File: config.mk
export PLATFORM = sky130hd
export DESIGN_NAME = ebw_slave
export DESIGN_NICKNAME = d
export VERILOG_FILES = /design/src/include/ebw_pkg.sv /design/src/include/ebw_link_if.sv /design/src/core/ebw_line_det.sv /design/src/core/ebw_slave.sv
export SDC_FILE = /design/constraint.sdc
export NUM_CORES = 1
export LEC_CHECK = 0
export BUFFER_PORTS_ARGS = -buffer_cell sky130_fd_sc_hd__buf_2
export CAP_MARGIN = 20
export CORE_MARGIN = 2
export CORE_UTILIZATION = 55
export DETAILED_ROUTE_END_ITERATION = 8
export PLACE_DENSITY = 0.71
export SYNTH_ARGS = -nofsm -noshare
export SYNTH_HDL_FRONTEND = slang
export SYNTH_SLANG_ARGS = --single-unit
File: constraint.sdc
create_clock -name SYS_CLK -period 3.31 [get_ports SYS_CLK]
set_input_delay 0.331 -clock SYS_CLK [delete_from_list [all_inputs] [get_ports SYS_CLK]]
set_output_delay 0.331 -clock SYS_CLK [all_outputs]
set_load 0.05 [all_outputs]
File: src/include/ebw_pkg.sv
`default_nettype none
package ebw_pkg;
  localparam logic [3:0] DEV_CODE = 4'ha;   // arbitrary device code
  localparam int WRITE_TIME_NS = 5000000;   // self-timed write duration
  localparam int CLK_PERIOD_NS = 10;
  localparam int WRITE_CYCLES = WRITE_TIME_NS / CLK_PERIOD_NS;
  localparam int ADDR_BITS = 4;
  localparam int MEM_WORDS = 16;
  localparam int RW_BIT = 0;
  localparam int CODE_MSB = 7;
  localparam int CODE_LSB = 4;
  typedef enum {
    ST_IDLE, ST_CTRL, ST_ADDR, ST_DATA, ST_IGNORE
  } ebw_state_type;
endpackage
`default_nettype wire

File: src/include/ebw_link_if.sv
`timescale 1ns/10ps
`default_nettype none
// conditions decoded from the synchronised bus lines
interface ebw_link_if;
  logic start;
  logic stop;
  logic scl_rise;
  logic scl_fall;
  logic sda;
  modport det (output start, output stop, output scl_rise, output scl_fall, output sda);
  modport core (input start, input stop, input scl_rise, input scl_fall, input sda);
endinterface
`default_nettype wire

File: src/core/ebw_line_det.sv
`timescale 1ns/10ps
`default_nettype none
module ebw_line_det (
  input wire logic clk,
  input wire logic rst_n,
  input wire logic scl_in,
  input wire logic sda_in,
  ebw_link_if.det lnk
);
  logic [1:0] scl_s_q;
  logic [1:0] sda_s_q;
  logic scl_d1_q;
  logic sda_d1_q;

  // two-flop synchronisers; the first stage feeds only the second
  always_ff @(posedge clk or negedge rst_n) begin
    if (!rst_n) begin
      scl_s_q <= 2'h3;
      sda_s_q <= 2'h3;
    end else begin
      scl_s_q <= {scl_s_q[0], scl_in};
      sda_s_q <= {sda_s_q[0], sda_in};
    end
  end

  // previous synchronised values for edge finding
  always_ff @(posedge clk or negedge rst_n) begin
    if (!rst_n) begin
      scl_d1_q <= 1'b1;
      sda_d1_q <= 1'b1;
    end else begin
      scl_d1_q <= scl_s_q[1];
      sda_d1_q <= sda_s_q[1];
    end
  end

  // start: data falls with clock high; stop: data rises with clock high
  assign lnk.start = scl_s_q[1] && scl_d1_q && sda_d1_q && !sda_s_q[1];
  assign lnk.stop = scl_s_q[1] && scl_d1_q && !sda_d1_q && sda_s_q[1];
  assign lnk.scl_rise = scl_s_q[1] && !scl_d1_q;
  assign lnk.scl_fall = !scl_s_q[1] && scl_d1_q;
  assign lnk.sda = sda_s_q[1];
endmodule
`default_nettype wire

File: src/core/ebw_slave.sv
// Contract
// - acknowledge the control byte on ninth clock, then take address byte
// - address pointer loads low four bits only; address byte acknowledged
// - data byte acknowledged; following stop launches the internal write
// - no acknowledge to any byte while the internal write runs
// - address pointer stays on the written location after the write
// - stop before sequence complete aborts; memory untouched
// - bits beyond eight restart filling the data buffer
// - stop inside a later partial byte of up to six bits aborts, writes nothing
// - after write finishes, polled control byte is acknowledged
`timescale 1ns/10ps
`default_nettype none
module ebw_slave #(
  parameter int WRITE_CYCLES = ebw_pkg::WRITE_CYCLES,
  parameter int MEM_WORDS = ebw_pkg::MEM_WORDS
) (
  input wire logic SYS_CLK,
  input wire logic RST_N,
  input wire logic SCL_I,
  input wire logic SDA_I,
  output logic SDA_O,
  output logic SDA_OE,
  output logic WRITE_BUSY,
  output logic [3:0] ADDR_PTR,
  output logic [7:0] LAST_WRITTEN
);
  // counter wide enough to hold the full write duration
  localparam int CW = $clog2(WRITE_CYCLES + 1);

  // a zero-length write would never suppress acknowledges
  if (WRITE_CYCLES < 1) begin : g_bad_cycles
    $error("ebw_slave: write duration must be at least one cycle");
  end

  // the pointer is four bits wide, so the array must match it exactly
  if (MEM_WORDS != (1 << ebw_pkg::ADDR_BITS)) begin : g_bad_words
    $error("ebw_slave: memory depth must match the address pointer");
  end

  ebw_link_if lnk ();

  ebw_line_det u_det (
    .clk(SYS_CLK),
    .rst_n(RST_N),
    .scl_in(SCL_I),
    .sda_in(SDA_I),
    .lnk(lnk)
  );

  // protocol position within the current frame
  ebw_pkg::ebw_state_type state_q;
  logic [7:0] shift_q;
  logic [3:0] bit_cnt_q;
  logic ack_phase_q;
  logic ack_drive_q;

  // write path: pointer, pending byte and the array behind it
  logic [3:0] ptr_q;
  logic [7:0] data_q;
  logic data_full_q;
  logic [7:0] mem_q [MEM_WORDS];

  // self-timed write
  logic [CW-1:0] busy_cnt_q;

  // decoded strobes from the current bus state
  logic [7:0] shift_d;
  logic byte_done;
  logic busy;
  logic at_boundary;
  logic launch;
  logic ctrl_ok;
  logic ack_ok;

  // the internal write runs while the counter is non-zero
  assign busy = busy_cnt_q != '0;
  // bits arrive msb first and are taken on each clock rise outside the ack slot
  assign shift_d = {shift_q[6:0], lnk.sda};
  // eighth bit of a byte; the ack clock that follows is not shifted
  assign byte_done = lnk.scl_rise && !ack_phase_q && bit_cnt_q == 4'h7;
  // write code low and matching device code; don't-care bits skipped
  assign ctrl_ok = shift_d[ebw_pkg::CODE_MSB:ebw_pkg::CODE_LSB] == ebw_pkg::DEV_CODE
                   && !shift_d[ebw_pkg::RW_BIT];
  // only an accepted control byte and the bytes after it are answered
  assign ack_ok = state_q == ebw_pkg::ST_ADDR || state_q == ebw_pkg::ST_DATA;
  // a stop follows one clock rise that the shifter counts as a bit unless it is the ack clock,
  // so a finished byte leaves a count of zero or one; more is a cut byte
  assign at_boundary = bit_cnt_q <= 4'h1;
  // stop only launches a write after a whole byte was taken
  assign launch = lnk.stop && state_q == ebw_pkg::ST_DATA && data_full_q && at_boundary;

  // protocol state machine
  always_ff @(posedge SYS_CLK or negedge RST_N) begin
    if (!RST_N) begin
      state_q <= ebw_pkg::ST_IDLE;
    end else if (lnk.start) begin
      // a start always wins, even mid-byte, and re-arms the frame
      state_q <= ebw_pkg::ST_CTRL;
    end else if (lnk.stop) begin
      state_q <= ebw_pkg::ST_IDLE;
    end else if (byte_done) begin
      case (state_q)
        ebw_pkg::ST_CTRL: begin
          // busy or foreign code: stay silent until next start
          state_q <= (ctrl_ok && !busy) ? ebw_pkg::ST_ADDR : ebw_pkg::ST_IGNORE;
        end
        ebw_pkg::ST_ADDR: begin
          state_q <= ebw_pkg::ST_DATA;
        end
        default: begin
          state_q <= state_q;
        end
      endcase
    end
  end

  // bit counter and shifter; ack slot follows every eighth bit
  always_ff @(posedge SYS_CLK or negedge RST_N) begin
    if (!RST_N) begin
      shift_q <= 8'h00;
      bit_cnt_q <= 4'h0;
      ack_phase_q <= 1'b0;
    end else if (lnk.start || lnk.stop) begin
      // a start or stop re-aligns the counter to a byte boundary
      bit_cnt_q <= 4'h0;
      ack_phase_q <= 1'b0;
    end else if (lnk.scl_rise) begin
      if (ack_phase_q) begin
        ack_phase_q <= 1'b0;
      end else begin
        shift_q <= shift_d;
        bit_cnt_q <= byte_done ? 4'h0 : bit_cnt_q + 4'h1;
        ack_phase_q <= byte_done;
      end
    end
  end

  // acknowledge driven low across the ninth clock
  always_ff @(posedge SYS_CLK or negedge RST_N) begin
    if (!RST_N) begin
      ack_drive_q <= 1'b0;
    end else if (lnk.start || lnk.stop) begin
      ack_drive_q <= 1'b0;
    end else if (lnk.scl_fall) begin
      // released on a falling clock so the line never moves while clock is high
      ack_drive_q <= 1'b0;
      if (ack_phase_q && bit_cnt_q == 4'h0) begin
        // ack slot just opened: answer for accepted bytes only
        ack_drive_q <= ack_ok;
      end
    end
  end

  // address pointer: upper four bits of the address byte are dropped
  always_ff @(posedge SYS_CLK or negedge RST_N) begin
    if (!RST_N) begin
      ptr_q <= 4'h0;
    end else if (byte_done && state_q == ebw_pkg::ST_ADDR) begin
      ptr_q <= shift_d[ebw_pkg::ADDR_BITS-1:0];
    end
  end

  // data register: later bytes replace earlier ones
  // the pending flag is cleared by a new start so a stale byte never lands
  always_ff @(posedge SYS_CLK or negedge RST_N) begin
    if (!RST_N) begin
      data_q <= 8'h00;
      data_full_q <= 1'b0;
    end else if (lnk.start) begin
      data_full_q <= 1'b0;
    end else if (byte_done && state_q == ebw_pkg::ST_DATA) begin
      data_q <= shift_d;
      data_full_q <= 1'b1;
    end
  end

  // self-timed write counter; pointer left alone afterwards
  // no relaunch while busy: no control byte is accepted during the count
  always_ff @(posedge SYS_CLK or negedge RST_N) begin
    if (!RST_N) begin
      busy_cnt_q <= '0;
    end else if (launch) begin
      busy_cnt_q <= CW'(WRITE_CYCLES);
    end else if (busy) begin
      busy_cnt_q <= busy_cnt_q - CW'(1);
    end
  end

  // memory array written once at launch
  always_ff @(posedge SYS_CLK) begin
    if (launch) begin
      mem_q[ptr_q] <= data_q;
    end
  end

  // bus-side outputs; the pin is open drain, so only a low is ever driven
  always_ff @(posedge SYS_CLK or negedge RST_N) begin
    if (!RST_N) begin
      SDA_O <= 1'b1;
      SDA_OE <= 1'b0;
    end else begin
      SDA_O <= 1'b0;
      SDA_OE <= ack_drive_q;
    end
  end

  // status outputs; the memory itself has no reset, so its word may read
  // unknown until that location has been written once
  always_ff @(posedge SYS_CLK or negedge RST_N) begin
    if (!RST_N) begin
      WRITE_BUSY <= 1'b0;
      ADDR_PTR <= 4'h0;
      LAST_WRITTEN <= 8'h00;
    end else begin
      WRITE_BUSY <= busy;
      ADDR_PTR <= ptr_q;
      LAST_WRITTEN <= mem_q[ptr_q];
    end
  end
endmodule
`default_nettype wire

==> results by group, run 1 <==
Global route
  – Total gr overflow: 0
  – GRT Resource Usage Total: a little over a fifth
  – Largest net degree at the start of global routing: 70
  – Met2 Usage GRT: between 30% and 40%
  – Grt met3 use: roughly 5%
  – First-pass GRT wire length: between 20 and 25 mm
  – GR Util met1: ~29%
  – Vias in the first global route: ~4,300
  – GR peak layer: met2
  – Initial antenna violation count: 0

STA
  – Fin crit share: between 80% and 90%
  – Pins Over Slew Limit: 0
  – Slew headroom: about two fifths
  – Hold slack: -0.0137 ns
  – RSZ-0062 raised after global routing: no
  – Clock Skew: 0.00765 ns
  – Final setup fails: 0
  – Final min period: between 2 and 3 ns
  – Slew of the pin with the lowest slew margin: around 0.9 ns
  – FMAX: ~380 MHz
  – Final hold violation count: 5
  – Setup_tns: 0 ns
  – Post-route setup slack: 0.660 ns

Yosys
  – Mapped Nets: between 400 and 500
  – Syn Inst Count: ~460
  – Commonest cells in the synthesized netlist: edfxtp_1, dfrtp_1, mux4_2, nand2_1, nor2_1
  – Yosys warnings: 0
  – Post-synthesis sequential area ratio: a little under three quarters
  – Post-synth EDFFs: between 100 and 150
  – Synthesized flop and latch total: around 200
  – Post-synthesis async set-or-reset flop share: 35.0%
  – Avg Cell Area, Syn: ~17 um^2
  – Mapped cell area: around 8000 um^2
  – Count leader, synth: edfxtp_1
  – Library cells used by synthesis: 53
  – Largest area contributor in the netlist: edfxtp_1
  – Largest cells by area after synthesis: edfxtp_1, dfrtp_1, mux4_2
  – Main synth FF type: edfxtp_1
  – Post-synth top area share: about half

Route
  – DR DRC count: 0
  – Vias/cell: roughly 6
  – Initial DRC count: approximately 330
  – DR pass1 iterations: 4
  – Post-DR wirelength/cell: ~22 um
  – Vias: between 4,000 and 5,000
  – Final ANT Viol Nets: 0
  – Final WL: approximately 15 mm

Flow run
  – Max cap viols: 0

Status
  – Failing checks: hold timing
  – Status: finished, violations left

Clocking
  – Clock Sink Count: around 200
  – CTS tree: yes
  – Post-CTS sizing: 0
  – Htree depth: 4
  – Worst-path clk slew: around 0.070 ns
  – Longest Clk Path Bufs: 2
  – Clock root buffer: clkbuf_16
  – Clock buffer count from CTS: 17
  – Worst-Skew Late Latency: 0.43 ns

Floorplanning
  – Die Ht: around 120 um
  – Initial Util: between 50 and 60%
  – Die span in x: ~120 um
  – Die area: 15,300 um^2
  – Io pins: 19
  – Core Box Area: 13,900 um^2
  – Rows: 43

Place
  – Hpwl dp: ~9.6 mm
  – Setup WS pre-CTS: around 0.63 ns
  – Final Wtd Congestion: approximately 0.79
  – PortBufs: 18
  – Placed inst area: just over 8000 um^2

Worst setup path
  – Startpoint Class: flop
  – Reg2reg setup slack: around 0.66 ns
  – RR Startpoint: bit_cnt_q[3]
  – Critical Path RT: 3.37 ns
  – Worst-path fanout max: 8
  – CP endpoint kind: flop
  – Crit path DAT: 2.71 ns
  – Critical Path Start: bit_cnt_q[3]
  – Setup crit end: mem_q[8][7]
  – Worst r2r dst: mem_q[8][7]
  – Register-to-Register Path Depth: 4
  – Crit path kind: reg2reg

Final layout
  – Finished Cell Area: a little under 9000 um^2
  – Post-layout nets: approximately 510
  – Ant diodes: 0
  – Share of layout cells above drive strength 1: between 20% and 30%
  – Area delta synth->final: 12.8%

Power
  – Maximum VDD drop: just over 0.7 mV
  – Power Dens Cells: approximately 700 nW/um^2
  – Overall Power: about 0.0061 W
  – Lkg Pwr: between 3 and 4 nW

Hold path
  – Worst hold path type: in2async
==> what timing repair did <==
action | 4_1_cts | 5_1_grt
buffers inserted | 0 | 0
hold buffers | 2 | 0
hold endpoints to repair | 2 | 0
==> critical path, stage by stage (launching register included) <==
cell	delay [ns]
dfrtp_1	0.44
nor4b_1	0.57
nand4_1	0.28
or3_1	0.43
nor2_1	0.57
==> metal layers <==
metal	wire length (um)	vias up	share of wire [%]
met5	0	-	0
met4	191	0	1.3
met3	575	17	3.8
met2	7760	110	52
met1	6440	2182	43
li1	-	1893	-
==> stage by stage <==
step,instances,util (%),hold slack (ns)
3_3_place_gp,658,59.1,0.346
3_5_place_dp,658,59.1,0.347
2_1_floorplan,463,-,0.0354
6_report,692,63.7,-0.0137
4_1_cts,692,63.7,0.0536
5_1_grt,692,63.7,0.0667
==> worst min path at each step <==
stage,cells after the start,endpoint,startpoint
finish,1,LAST_WRITTEN[2],RST_N
global route,1,LAST_WRITTEN[2],RST_N
CTS,1,LAST_WRITTEN[3],RST_N
detailed placement,0,u_det.sda_s_q[1],u_det.sda_s_q[0]
global placement,0,u_det.sda_s_q[1],u_det.sda_s_q[0]
floorplan,0,ADDR_PTR[0],RST_N
==> registers in the layout, indices dropped and copies added (netlist names), 2 cells and up <==
register / cells
ADDR_PTR: 4
LAST_WRITTEN: 8
bit_cnt_q: 4
busy_cnt_q: 19
data_q: 8
mem_q: 128
ptr_q: 4
shift_q: 7
state_q: 3
u_det.scl_s_q: 2
u_det.sda_s_q: 2
==> layout make-up <==
| type | count | area (um^2) |
|---|---|---|
| flip-flops and latches | 197 | 5580 |
| fillers | 949 | 5060 |
| multi-input cells | 239 | 2180 |
| clock buffers | 17 | 425 |
| repair buffers | 38 | 248 |
| well taps | 180 | 225 |
| clock inverters | 15 | 190 |
| inverters | 6 | 22.5 |
==> cells by family (layout without fill, tap and decap cells) <==
logic type      count (synthesis)  in the layout  share of synthesized area (%)
simple gates                  135            135                           9.80
buf+inv                        27             76                           1.34
mux                            56             56                           13.7
flops                         197            197                           70.9
fa+ha+maj                       4              4                          0.636
other cells                     1              1                         0.0477
xor+xnor                        2              2                          0.223
compound gates                 41             41                           3.39
==> placed cells by master (no fill, tap or decap), drive strengths merged, types with 3 or more instances in the layout <==
| master | n |
|---|---|
| or4 | 9 |
| dfrtp | 62 |
| inv | 12 |
| mux2 | 12 |
| nand4 | 5 |
| nand2 | 40 |
| nor4b | 3 |
| mux2i | 4 |
| clkinv | 5 |
| nor2 | 20 |
| clkbuf | 17 |
| edfxtp | 128 |
| nor4 | 4 |
| nand3 | 11 |
| dfstp | 7 |
| nor2b | 3 |
| o21ai | 9 |
| and4 | 3 |
| nand2b | 6 |
| mux4 | 40 |
| nor3 | 13 |
| ha | 4 |
| a21oi | 12 |
| buf | 36 |
| or3 | 7 |
| o31ai | 8 |
==> power breakdown <==
| group | switching (W) | internal, W | total, W |
|---|---|---|---|
| logic | 0.000699 | 0.000533 | 0.00123 |
| registers | 0.0000892 | 0.00272 | 0.00281 |
| clock network | 0.000951 | 0.00115 | 0.00210 |
| total | 0.00174 | 0.00440 | 0.00614 |
No activity file was read; power rests on OpenSTA's default activity.
==> inputs of run 2 (changes only) <==
--- a/config.mk
+++ b/config.mk
@@ -5,12 +5,13 @@
 export SDC_FILE = /design/constraint.sdc
 export NUM_CORES = 1
 export LEC_CHECK = 0
+export ABC_AREA = 1
 export BUFFER_PORTS_ARGS = -buffer_cell sky130_fd_sc_hd__buf_2
 export CAP_MARGIN = 20
 export CORE_MARGIN = 2
 export CORE_UTILIZATION = 55
 export DETAILED_ROUTE_END_ITERATION = 8
-export PLACE_DENSITY = 0.71
+export PLACE_DENSITY = 0.74
 export SYNTH_ARGS = -nofsm -noshare
 export SYNTH_HDL_FRONTEND = slang
 export SYNTH_SLANG_ARGS = --single-unit
==> constraint.sdc (replaced) <==
create_clock -name SYS_CLK -period 2.25 [get_ports SYS_CLK]
set_input_delay 0.225 -clock SYS_CLK [delete_from_list [all_inputs] [get_ports SYS_CLK]]
set_output_delay 0.225 -clock SYS_CLK [all_outputs]
set_load 0.05 [all_outputs]
==> run 2 against run 1 <==
The flow now finishes without violations. Synthesized area increased by 2.2%. Synthesized cell count grew 62%. First-iteration DRC count grew 93%. Sequential power up 41%. Power up 14%. Maximum frequency up 31%. Clock skew about the same. Sequential share of layout area down 1.0 points. Worst setup slack got worse by 0.43 ns. Sequential cell count stayed put. Via count is 31% higher.
==> results by group, run 2 <==
Status
  – Status: complete, no violations

Clocking
  – Clock buffer count from CTS: 17
  – CTS tree: yes
  – Longest Clk Path Bufs: 2
  – Clock root buffer: clkbuf_16
  – Worst-Skew Late Latency: about 0.43 ns
  – Worst-path clk slew: 0.06 ns
  – Htree depth: 4
  – Clock Sink Count: 197

Route
  – Vias: 5,519
  – Final ANT Viol Nets: 0
  – Initial DRC count: between 600 and 700
  – DR DRC count: 0
  – Vias/cell: around 5.5
  – DR pass1 iterations: 5
  – Final WL: ~17 mm
  – Post-DR wirelength/cell: 17.5 um

Yosys
  – Post-synth EDFFs: ~130
  – Largest cells by area after synthesis: edfxtp_1, dfrtp_1, nand2_1
  – Count leader, synth: nand2_1
  – Post-synthesis async set-or-reset flop share: 35.0%
  – Largest family of logic cells by synthesized area: simple AND/OR/NAND/NOR gates
  – Syn Inst Count: ~750
  – Main synth FF type: edfxtp_1
  – Yosys warnings: 0
  – Post-Synth Simple-Gate Area: ~23%
  – Commonest cells in the synthesized netlist: nand2_1, edfxtp_1, inv_1
  – Synthesized flop and latch total: between 150 and 200
  – Post-Synth Adder-Cell Area: 0.622%
  – Avg Cell Area, Syn: between 10 and 15 um^2
  – Post-synthesis sequential area ratio: between 60% and 70%
  – Post-synth top area share: between 40% and 50%
  – Synth Area in Compound Gates: under 10%
  – Mux share of post-synthesis cell area: 0%
  – Library cells used by synthesis: 31
  – Mapped cell area: a little over 8000 um^2
  – Post-Synth XOR/XNOR Area: less than 1%
  – Mapped Nets: roughly 760
  – Largest area contributor in the netlist: edfxtp_1

Final layout
  – Register name with the most flops: mem_q
  – Area of the multi-input gates: 2120 um^2
  – Top Registers: mem_q (128), busy_cnt_q (19)
  – Ant diodes: 0
  – Share of layout cells above drive strength 1: 13.4%
  – Area delta synth->final: 12.2%
  – Largest register FFs: 128
  – Finished Cell Area: approximately 9000 um^2
  – Fillers: 1,118
  – Leading cell types in the layout, fill and taps excluded: nand2_1, edfxtp_1, inv_1
  – Commonest non-fill, non-tap cell in the layout: nand2_1
  – Register area: 5580 um^2
  – Post-layout nets: between 800 and 900

Worst setup path
  – Register-to-Register Path Depth: 9
  – Critical path's top delay family: simple AND/OR/NAND/NOR gates
  – Crit path DAT: 2.17 ns
  – Bufs and invs on worst path: 3
  – Crit. path cell count: 9
  – Crit path kind: reg2reg
  – Critical Path RT: ~2.4 ns
  – Worst path slowest cell: dfrtp_1
  – Critical Path, Cell by Cell: inv_1 -> ha_1 -> nor2_1 -> nor3_2 -> nand2_2 -> inv_2 -> nand2_2 -> nor2_1 -> buf_4
  – Startpoint Class: flop
  – CP endpoint kind: flop
  – Worst-path fanout max: 8
  – Reg2reg setup slack: about 0.23 ns
  – Max stage delay on crit path: around 0.43 ns

STA
  – Pins Over Slew Limit: 0
  – Final hold violation count: 0
  – Clock Skew: 0.00725 ns
  – FMAX: 494 MHz
  – Final min period: around 2 ns
  – Slew headroom: between 40% and 50%
  – Hold slack: around 0.26 ns
  – Post-route setup slack: approximately 0.23 ns
  – Fin crit share: 89.9%
  – RSZ-0062 raised after global routing: no
  – Final setup fails: 0
  – Slew of the pin with the lowest slew margin: 0.809 ns
  – Setup_tns: 0 ns

Power
  – Overall Power: approximately 0.0070 W
  – Lkg Pwr: approximately 4.1 nW
  – Power Dens Cells: 774 nW/um^2
  – Maximum VDD drop: slightly below 0.6 mV

Floorplanning
  – Die area: 15,600 um^2
  – Initial Util: between 50% and 60%
  – Rows: 44
  – Core Box Area: 14,400 um^2
  – Die Ht: between 100 and 150 um
  – Io pins: 19
  – Die span in x: 125 um

Flow run
  – Max cap viols: 0

Place
  – PortBufs: 18
  – Hpwl dp: ~12 mm
  – Final Wtd Congestion: 1.07
  – Placed inst area: 8480 um^2
  – Setup WS pre-CTS: just under 0.2 ns

Global route
  – GRT Resource Usage Total: between 20% and 30%
  – First-pass GRT wire length: 28.5 mm
  – Vias in the first global route: 5,487
  – Largest net degree at the start of global routing: 54
  – Initial antenna violation count: 0
  – Total gr overflow: 0

Hold path
  – Worst hold path type: in2async
-- run 2: final cells by class --
cell class,count,area share (%)
clock buffer,21,4.88
clock inverter,10,0.693
inverter,69,2.87
multi-input combinational,467,23.5
sequential,197,61.8
tap,184,2.55
timing repair buffer,48,3.72
-- run 2: stage by stage --
stage,utilization (%),std cells
floorplan,-,749
global placement,58.8,962
detailed placement,58.8,962
CTS,62.5,996
global route,62.6,996
finish,62.6,996
-- run 2: power breakdown --
part | switching (W) | internal (W) | total (W) | leakage (nW)
Sequential | 0.0000494 | 0.00390 | 0.00395 | 2.38
Combinational | 0.000260 | 0.000132 | 0.000392 | 1.52
Clock | 0.00124 | 0.00140 | 0.00264 | 0.247
Total | 0.00155 | 0.00543 | 0.00698 | 4.14
-- run 2: cell families (layout without fill, tap and decap cells) --
kind of cell	after synthesis	after routing
buffers and inverters	85	148
and+or+nand+nor	423	423
AOI/OAI and AO/OA	36	36
adders and majority gates	4	4
DFF	197	197
other	1	1
xor gates and xnor gates	3	3
-- run 2: worst paths after layout --
kind / from / to
setup reg to reg: bit_cnt_q[0] / mem_q[6][6]
max in group asynchronous: RST_N / u_det.sda_s_q[1]
min in group SYS_CLK: u_det.scl_s_q[0] / u_det.scl_s_q[1]
hold reg to reg: u_det.scl_s_q[0] / u_det.scl_s_q[1]
hold / removal: RST_N / busy_cnt_q[13]
setup / recovery: bit_cnt_q[0] / mem_q[6][6]
-- run 2: per-layer routing --
layer / vias to the layer above / track usage (%) / wire [um]
met5: - / 0 / 0
met2: 248 / 39.6 / 8730
met3: 33 / 4.49 / 1190
met1: 2658 / 32.1 / 7180
li1: 2580 / - / -
met4: 0 / 9.15 / 327
-- run 2: repair_timing --
action                                 4_1_cts  5_1_grt
endpoints found under the hold margin       17        0
setup endpoints to repair                    0       24
resized for setup                            0        1
setup buffers                                0        0
hold buffers                                 3        0
-- run 2: worst reg2reg max path: stages, from the launching register on --
cell     delay [ns]
dfrtp_1        0.43
inv_1          0.13
ha_1           0.18
nor2_1         0.06
nor3_2         0.16
nand2_2        0.14
inv_2          0.14
nand2_2        0.14
nor2_1         0.16
buf_4          0.19
